[src/design/mode_sel_defs.svh]
// constants for the drive operating mode selector
`ifndef MODE_SEL_DEFS_SVH
`define MODE_SEL_DEFS_SVH

// parameter addresses (fieldbus word addresses)
`define ADDR_CONTROL_WORD   16'h1b02
`define ADDR_MODE_REQUEST   16'h1b06
`define ADDR_MODE_RUNNING   16'h1b08
`define ADDR_MANUAL_MOVE    16'h1b12

// mode codes
`define MODE_NONE           16'h0000
`define MODE_PROFILE_POS    16'h0001
`define MODE_PROFILE_VEL    16'h0003
`define MODE_HOMING         16'h0006
`define MODE_JOG            16'hffff
`define MODE_MIN            16'hfffa
`define MODE_MAX            16'h0006

// control word fields
`define CW_ENABLE_MASK      16'h000f
`define CW_START_BIT        4
`define CW_FAULT_RESET_BIT  7
`define CW_HALT_BIT         8
`define CW_RESERVED_MASK    16'hfe00

// manual move request fields; manual move and control word reset values
`define MM_VALID_MASK       16'h0007
`define MM_RESET            16'h0000
`define CW_RESET            16'h0000

`endif

[src/design/mode_sel_pkg.sv]
// types for the drive operating mode selector
package mode_sel_pkg;
   typedef enum logic [1:0] {
      ST_IDLE,
      ST_RUNNING,
      ST_STOPPING,
      ST_CANCELLED
   } mode_state_t;
endpackage
[src/design/drive_operating_mode_selector.sv]
// operating mode selection and activation for a motor drive
`timescale 1ns/1ps
`default_nettype none
`include "mode_sel_defs.svh"

// Contract
// - at most one operating mode active; never two at once.
// - switching modes only after current mode terminated or cancelled.
// - mode terminates when the drive reaches standstill.
// - after error cancel, resume or reselect only once error cleared.
// - mode activation accepted only in operation-enable state.
// - no mode starts unless drive ready and initialised.
// - mode started by writing signed 16-bit mode select parameter.
// - manual move request bits: positive, negative, fast; range 0..7.
// - codes: position 1, velocity 3, homing 6, jog -1; range -6..6.
// - position and homing start only on control word bit 4.
// - other modes use control bits 4..6 as mode specific.
// - read-only active mode indication, same coding as select.
// - control word 16-bit; bits 0-3,7 state; bits 9-15 zero.
// - control bit 8 requests halt, ending mode at standstill.
// - operation enable entered with control bits 0..3 all set.
module drive_operating_mode_selector (
   input  wire logic        sys_clk_in,
   input  wire logic        rst_in,
   input  wire logic        param_wr_in,
   input  wire logic        param_rd_in,
   input  wire logic [15:0] param_addr_in,
   input  wire logic [15:0] param_wdata_in,
   input  wire logic        drive_ready_in,
   input  wire logic        standstill_in,
   input  wire logic        target_reached_in,
   input  wire logic        error_cancel_in,
   input  wire logic        error_active_in,
   output logic [15:0]      param_rdata_out,
   output logic             param_ack_out,
   output logic             param_err_out,
   output logic [15:0]      mode_out,
   output logic             mode_active_out,
   output logic             mode_go_out,
   output logic [2:0]       mode_bits_out,
   output logic             halt_out,
   output logic             op_enable_out,
   output logic [2:0]       jog_bits_out
);
   import mode_sel_pkg::*;

   logic [15:0] request_q;
   logic [15:0] running_q;
   logic [15:0] control_q;
   logic [15:0] control_prev_q;
   logic [2:0]  jog_q;
   logic        op_enable_q;
   logic        started_q;
   mode_state_t state_q;
   logic        supported;
   logic        needs_start;
   logic        wr_mode;
   logic        wr_ctrl;
   logic        wr_jog;
   logic        in_range;
   logic        mode_ok;
   logic        halt_req;

   // code check kept apart so the supported set lives in one place
   mode_code_check i_mode_code_check (
      .code_in         (param_wdata_in),
      .supported_out   (supported),
      .needs_start_out (needs_start)
   );

   // write decode
   assign wr_mode = param_wr_in && (param_addr_in == `ADDR_MODE_REQUEST);
   assign wr_ctrl = param_wr_in && (param_addr_in == `ADDR_CONTROL_WORD);
   assign wr_jog  = param_wr_in && (param_addr_in == `ADDR_MANUAL_MOVE);
   assign in_range = ($signed(param_wdata_in) >= $signed(`MODE_MIN)) &&
                     ($signed(param_wdata_in) <= $signed(`MODE_MAX));
   // halt is a level; the mode stays stopping until standstill
   assign halt_req = control_q[`CW_HALT_BIT];

   // mode write accepted only when no mode runs
   // error must be cleared first
   // a cancelled mode is resumed by writing the same code again
   assign mode_ok = (state_q == ST_IDLE || state_q == ST_CANCELLED) &&
                    op_enable_q && drive_ready_in && !error_active_in &&
                    supported && in_range;

   // control word store; reserved bits must be zero
   // a word with reserved bits set is dropped whole, not masked
   always_ff @(posedge sys_clk_in) begin
      if (rst_in) begin
         control_q      <= `CW_RESET;
         control_prev_q <= `CW_RESET;
      end else begin
         control_prev_q <= control_q;
         if (wr_ctrl && (param_wdata_in & `CW_RESERVED_MASK) == 16'h0000) begin
            control_q <= param_wdata_in;
         end
      end
   end

   // operation enable tracks control bits 0..3
   // one cycle late: a mode write on the very next cycle is refused
   always_ff @(posedge sys_clk_in) begin
      if (rst_in) begin
         op_enable_q <= 1'b0;
      end else begin
         op_enable_q <= ((control_q & `CW_ENABLE_MASK) == `CW_ENABLE_MASK)
                        && drive_ready_in;
      end
   end

   // manual move request, three bits
   // values above the range are dropped whole
   always_ff @(posedge sys_clk_in) begin
      if (rst_in) begin
         jog_q <= 3'h0;
      end else if (wr_jog &&
                   (param_wdata_in & ~`MM_VALID_MASK) == 16'h0000) begin
         jog_q <= param_wdata_in[2:0];
      end
   end

   // refused writes leave running mode alone
   always_ff @(posedge sys_clk_in) begin
      if (rst_in) begin
         request_q <= `MODE_NONE;
      end else if (wr_mode && mode_ok) begin
         request_q <= param_wdata_in;
      end
   end

   // single mode state machine
   // cancelling wins over halt so an error never looks like a stop
   always_ff @(posedge sys_clk_in) begin
      if (rst_in) begin
         state_q   <= ST_IDLE;
         running_q <= `MODE_NONE;
      end else begin
         unique case (state_q)
            ST_IDLE, ST_CANCELLED: begin
               if (wr_mode && mode_ok) begin
                  state_q   <= ST_RUNNING;
                  running_q <= param_wdata_in;
               end
            end
            ST_RUNNING: begin
               if (error_cancel_in || !op_enable_q) begin
                  state_q <= ST_CANCELLED;
               end else if (halt_req || target_reached_in) begin
                  state_q <= ST_STOPPING;
               end
            end
            ST_STOPPING: begin
               if (error_cancel_in) begin
                  state_q <= ST_CANCELLED;
               end else if (standstill_in) begin
                  state_q <= ST_IDLE;
               end
            end
         endcase
      end
   end

   // position and homing wait for rising bit 4
   // edge, not level: a bit left high must not start the next mode
   always_ff @(posedge sys_clk_in) begin
      if (rst_in) begin
         started_q <= 1'b0;
      end else if (state_q != ST_RUNNING) begin
         started_q <= 1'b0;
      end else if (control_q[`CW_START_BIT] &&
                   !control_prev_q[`CW_START_BIT]) begin
         started_q <= 1'b1;
      end
   end

   // outputs to the motion core
   // mode_out keeps the last code after termination for diagnosis
   assign mode_out        = running_q;
   assign mode_active_out = (state_q == ST_RUNNING) ||
                            (state_q == ST_STOPPING);
   assign mode_go_out     = (state_q == ST_RUNNING) &&
      ((running_q == `MODE_PROFILE_POS || running_q == `MODE_HOMING) ?
       started_q : 1'b1);
   // bits 4..6 passed through with mode specific meaning
   assign mode_bits_out = control_q[6:4];
   assign halt_out      = halt_req;
   assign op_enable_out = op_enable_q;
   assign jog_bits_out  = jog_q;

   // read back, indication is read only
   // of writes, a refused mode write or one to another address raises err; bad control or jog
   // words are dropped quietly and must be read back to be seen
   always_ff @(posedge sys_clk_in) begin
      if (rst_in) begin
         param_rdata_out <= 16'h0000;
         param_ack_out   <= 1'b0;
         param_err_out   <= 1'b0;
      end else begin
         param_ack_out <= param_rd_in || param_wr_in;
         param_err_out <= 1'b0;
         param_rdata_out <= 16'h0000;
         if (param_rd_in) begin
            unique case (param_addr_in)
               `ADDR_CONTROL_WORD: param_rdata_out <= control_q;
               `ADDR_MODE_REQUEST: param_rdata_out <= request_q;
               `ADDR_MODE_RUNNING: param_rdata_out <= running_q;
               `ADDR_MANUAL_MOVE:  param_rdata_out <= {13'h0000, jog_q};
               default:            param_err_out   <= 1'b1;
            endcase
         end else if (param_wr_in) begin
            param_err_out <= !(wr_ctrl || wr_jog || (wr_mode && mode_ok));
         end
      end
   end
endmodule
`default_nettype wire

[src/design/mode_code_check.sv]
// checks a requested mode code against the supported set
`timescale 1ns/1ps
`default_nettype none
`include "mode_sel_defs.svh"

module mode_code_check (
   input  wire logic [15:0] code_in,
   output logic             supported_out,
   output logic             needs_start_out
);
   // only documented modes are accepted; others in range are refused
   always_comb begin
      supported_out = (code_in == `MODE_PROFILE_POS) ||
                      (code_in == `MODE_PROFILE_VEL) ||
                      (code_in == `MODE_HOMING) ||
                      (code_in == `MODE_JOG);
      needs_start_out = (code_in == `MODE_PROFILE_POS) ||
                        (code_in == `MODE_HOMING);
   end
endmodule
`default_nettype wire

[config.mk]
export PLATFORM = sky130hd
export DESIGN_NAME = drive_operating_mode_selector
export DESIGN_NICKNAME = d
export VERILOG_FILES = /design/src/design/mode_sel_pkg.sv /design/src/design/drive_operating_mode_selector.sv /design/src/design/mode_code_check.sv
export VERILOG_INCLUDE_DIRS = /design/src /design/src/design
export SDC_FILE = /design/constraint.sdc
export NUM_CORES = 1
export LEC_CHECK = 0
export BUFFER_PORTS_ARGS = -buffer_cell sky130_fd_sc_hd__clkbuf_2
export CAP_MARGIN = 10
export CORE_ASPECT_RATIO = 0.7
export CORE_MARGIN = 1.5
export CORE_UTILIZATION = 35
export CTS_CLUSTER_DIAMETER = 60
export DETAILED_ROUTE_END_ITERATION = 10
export MAX_ROUTING_LAYER = met4
export PLACE_DENSITY = 0.67
export SLEW_MARGIN = 20
export SYNTH_ARGS = -nofsm -noshare
export SYNTH_HDL_FRONTEND = slang
export SYNTH_SLANG_ARGS = --single-unit
[constraint.sdc]
create_clock -name sys_clk_in -period 4.59 [get_ports sys_clk_in]
set_input_delay 0.6885 -clock sys_clk_in [delete_from_list [all_inputs] [get_ports sys_clk_in]]
set_output_delay 0.6885 -clock sys_clk_in [all_outputs]
set_load 0.02 [all_outputs]
Word level (Yosys, flattened, before mapping)
Index checks and enable logic that the tools add are counted.

Muxes and demuxes: 11. Reduce and logical (&&, ||, !) cells: 39. Equality and inequality tests: 18. Bitwise logic cells: 1. $lt $le $gt $ge: 2.

Operator list (number): $eq 16x13->1 const B (4); $pmux 16 s4 (1); $eq 16x1->1 const B (2); $eq 16x3->1 const B (2); $logic_not 16->1 (2); $eq 16x16->1 const B (1); $eq 16x2->1 const B (1); $ge 16x4->1 const B (1); $le 16x4->1 const B (1); $logic_and 1x1->1 (15); $logic_or 1x1->1 (11); $mux 2 (5); $ne 3x3->1 const B (2); $pmux 2 s3 (1); $reduce_or 2->1 (3); $eq 2x2->1 const B (2); $eq 4x4->1 const B (1); $logic_not 1->1 (4); $mux 1 (4); $reduce_or 4->1 (1); $reduce_and 3->1 (1); $eq 2x1->1 const B (1); $logic_not 2->1 (1); $ne 2x1->1 const B (1); other kinds (3) (3).

Logic and storage cells: 82. Output and inout bits: 44. Bits of input ports: 41. Register bits: 78.

Longest topological paths before layout
Depth after elaboration: 12. Gate-level depth with buffers: 9. Gate-level depth less buffers: 7.

By module
From an unflattened synthesis, not the netlist that was laid out.

Cells, all modules: 322. Area, all modules: 3163.0 um2.

Modules (own cells, without submodules): drive_operating_mode_selector (sequential area each 1481.4 um2, times used 1, cells each 306, area an instance 3066.7 um2); mode_code_check (sequential area each 0.0 um2, times used 1, cells each 16, area an instance 96.3 um2).

Least setup slack after synthesis
Ideal clock, no wire load.

Path kind: input port to flip-flop. Start: in param_addr_in[0]. End: reg running_q[10] (netlist: mode_out[10]). Library setup time: 0.114 ns. Path buffers: 3. Arrival time: 2.165 ns. Cell stages on the path: 8. Data required time: 4.476 ns. Setup slack: 2.311 ns. Path through: nor4b_2 and4_1 buf_4 nand2_4 o31a_1 buf_2 buf_6 a21o_1.

Cells in the longest elaborated chain, start to end: 4.

RTL lines: start, declared (line drive_operating_mode_selector.sv:27) `input wire logic [15:0] param_addr_in,`; $eq 16x13->1; $logic_and 1x1->1 (line drive_operating_mode_selector.sv:72) `` assign wr_mode = param_wr_in && (param_addr_in == `ADDR_MODE_REQUEST); ``; $logic_and 1x1->1 (line drive_operating_mode_selector.sv:141) `if (wr_mode && mode_ok) begin`; $reduce_and 2->1 (no line); end signal, assigned (line drive_operating_mode_selector.sv:137) `` running_q <= `MODE_NONE; ``; end signal, assigned (line drive_operating_mode_selector.sv:143) `running_q <= param_wdata_in;`; end, declared (line drive_operating_mode_selector.sv:48) `logic [15:0] running_q;`.

Every way passes these cells. A chain may end at the register's enable or synchronous reset.

Worst setup path after layout
Start: in param_addr_in[13]. End: reg control_q[3].

Cells in the longest elaborated chain, start to end: 3.

RTL lines: $eq 16x13->1; $logic_and 1x1->1 (line drive_operating_mode_selector.sv:73) `` assign wr_ctrl = param_wr_in && (param_addr_in == `ADDR_CONTROL_WORD); ``; $logic_and 1x1->1 (line drive_operating_mode_selector.sv:95) `` if (wr_ctrl && (param_wdata_in & `CW_RESERVED_MASK) == 16'h0000) begin ``; end signal, assigned (line drive_operating_mode_selector.sv:91) `` control_q <= `CW_RESET; ``; end signal, assigned (line drive_operating_mode_selector.sv:96) `control_q <= param_wdata_in;`; end, declared (line drive_operating_mode_selector.sv:49) `logic [15:0] control_q;`.

Every way passes these cells.

==> results.toml <==
[outcome]
status = "finished, violations left"
failed_checks = "DRC"

[yosys]
syn_inst = 277
synth-edff-count = 0
synth-async-reset-ratio_pct = 0
synth_seq_cells = 74
yosys_most_used_dff = "dfxtp_1"
synth-seq-area-share_pct = 50.5
synth.distinct_cells = 45
synth_nets = 320
synth_top_area_cell = "dfxtp_1"
synthTopCellsByArea = "dfxtp_1 (51%), a21o_1 (6.7%), mux2i_1 (5.8%), nor2_1 (4.5%), a222oi_1 (4.4%)"
synth_top_cell_area_share_pct = 50.5
avgSynthCellArea_um2 = 10.6
ys_warn_count = 0
syn_area_um2 = 2930

[sta]
fmax_mhz = 395
setup_viol = 0
hold_viol = 0
fin_tns_setup_ps = 0
worst_slew_pin_slew_ps = 1010
slew_viol_final = 0
grt_setup_unrepaired = "false"
period_needed_ps = 2530
hold_ws_ps = 453
finClkSkew_ps = 4.57
finalCritPeriodShare_pct = 55.2
relSlewSlack_pct = 33.0

[floorplan]
die_area_um2 = 8950
rows = 27
start_util_pct = 36.6
pin_count = 85
coreArea_um2 = 8010
fp.dieW_um = 112
die_h_um = 79.6

[run]
cap_viol_max_count = 0

[cells_and_area]
multi_input_area_um2 = 1330
finalInstanceArea_um2 = 3710
drive_above_1_share_pct = 32.1
final_cells = 465
layout.nets = 402
nFillCells = 782
final_common_cell = "clkbuf_2"
area_delta_synth_final_pct = 26.5
seq_area_um2 = 1480
num_antenna_cells = 0
final_cell_mix = "clkbuf_2 (84), dfxtp_1 (74), nor2_1 (35)"

[worst_setup_path]
cp-start-kind = "input pin"
cp.arrival_ps = 2730
timing.rr.start = "state_q[0]$_SDFFE_PP0P_"
crit_fanout = 6
crit_slowest_cell = "nor4_2"
crit_path_end_kind = "flip-flop"
worst_path_largest_cell_delay_ps = 780
crit_type = "in2reg"
worstPathRequired_ps = 4790
startpoint = "param_addr_in[13]"
path_cells = "clkbuf_2 > nor4b_2 > nand4b_2 > nor4_2 > buf_4 > mux2i_1 > nor2_1"

[clocking]
cts.sinks = 74
cts_tree = "built"
cts_root_buffer = "clkbuf_16"
cts.clk_slew.worst_paths_ps = 60
post_cts_buffers = 0
cts_hold_buf = 0
cts_resized = 0
cts_buffers = 9
cts_buffer_depth = 2
clock_latency_ps = 330
htree_levels = 3

[global_routing]
grt_pass1_vias = 2314
grt_first_pass_wirelength_um = 12400
gr-total-overflow = 0
met1_usage_pct = 26.2
use_met2_pct = 25.8
grt_max_degree = 27
grt_usage_pct = 18.4
grt-busiest-layer = "met1"
met3_usage_pct = 4.71
antenna_found_initial = 0

[detailed_routing]
drtAntennaViolNets = 0
via_per_inst = 5.37
drc = 8
detail_route.wl_per_cell_um = 16.6
via_count = 2498
wirelength_um = 7740
first_pass_iters = 8
drtIter0Drc = 243

[place]
dp_cells = 449
placed_area_um2 = 3400
io_buffers = 84
globalplace.congestion = 0.823
dp_hpwl_um = 5590

[hold_path]
min_from = "request_q[7]$_SDFFE_PP0P_"
worstHoldPathType = "reg2reg"

[power_and_ir_drop]
leakagePower_nw = 1.73
p_per_area_nw_per_um2 = 389
peakVddDrop_mv = 0.206
sequential cells by signal, summed over array words and instances, names as in the netlist:
| register | cells |
|---|---|
| param_ack_out | 1 |
| started_q | 1 |
| op_enable_out | 1 |
| control_prev_q | 1 |
| jog_bits_out | 3 |
| mode_out | 16 |
| param_rdata_out | 16 |
| state_q | 2 |
| control_q | 16 |
| request_q | 16 |
| param_err_out | 1 |
path summary, 6_finish.rpt:
path         cells after the start                        end  slack, ps
min reg2reg                      1  request_q[7]$_SDFFE_PP0P_        450
max reg2reg                      7  request_q[9]$_SDFFE_PP0P_       2230
min                              1  request_q[7]$_SDFFE_PP0P_        450
max                              7  control_q[3]$_SDFFE_PP0P_       2060
metrics by stage:
step	util, %	power [mW]	setup slack, ps
after floorplan	-	0.723	2310
after global placement	42.4	0.768	1820
after detailed placement	42.4	0.770	1740
after CTS	46.1	1.45	2060
after global routing	46.3	1.49	1830
final	46.3	1.44	2060
cell type report:
type                            instances  area share [%]
Sequential cell                        74            39.9
Multi-Input combinational cell        179            35.9
Timing Repair Buffer                   88            12.1
Clock buffer                            9            6.07
Tap cell                              101            3.41
Clock inverter                          7            1.89
Inverter                                7           0.708
critical path: cells and delay by family:
| family | cells | cell delay (ps) |
|---|---|---|
| AND/OR/NAND/NOR | 4 | 1460 |
| buffers and inverters | 2 | 380 |
| multiplexers | 1 | 200 |
logic make-up after synthesis:
kind of cell	synth area share, %
adders and majority gates	0.853
AOI/OAI and AO/OA	19.2
and+or+nand+nor	18.7
DFF	50.5
buffers and inverters	4.91
muxes	5.80
power by group:
group          switching, mW  internal, mW  leakage, nW
sequential           0.00390         0.648        0.596
combinational         0.0663        0.0397        0.993
clock                  0.266         0.419        0.145
synth_stat cells, types with 6 or more instances:
cell type,instances
mux2i_1,17
a21o_1,26
nor4_1,6
nand2_1,8
a22oi_1,6
o21ai_0,6
nor2_1,35
a222oi_1,13
and2_1,7
a21oi_1,8
inv_1,7
dfxtp_1,74
layer usage:
layer	wire (µm)	share of wire [%]
met3	601	7.8
met1	3810	49
met2	3280	42
met5	0	0
met4	42	0.54
(Power assumes the default switching activity.)
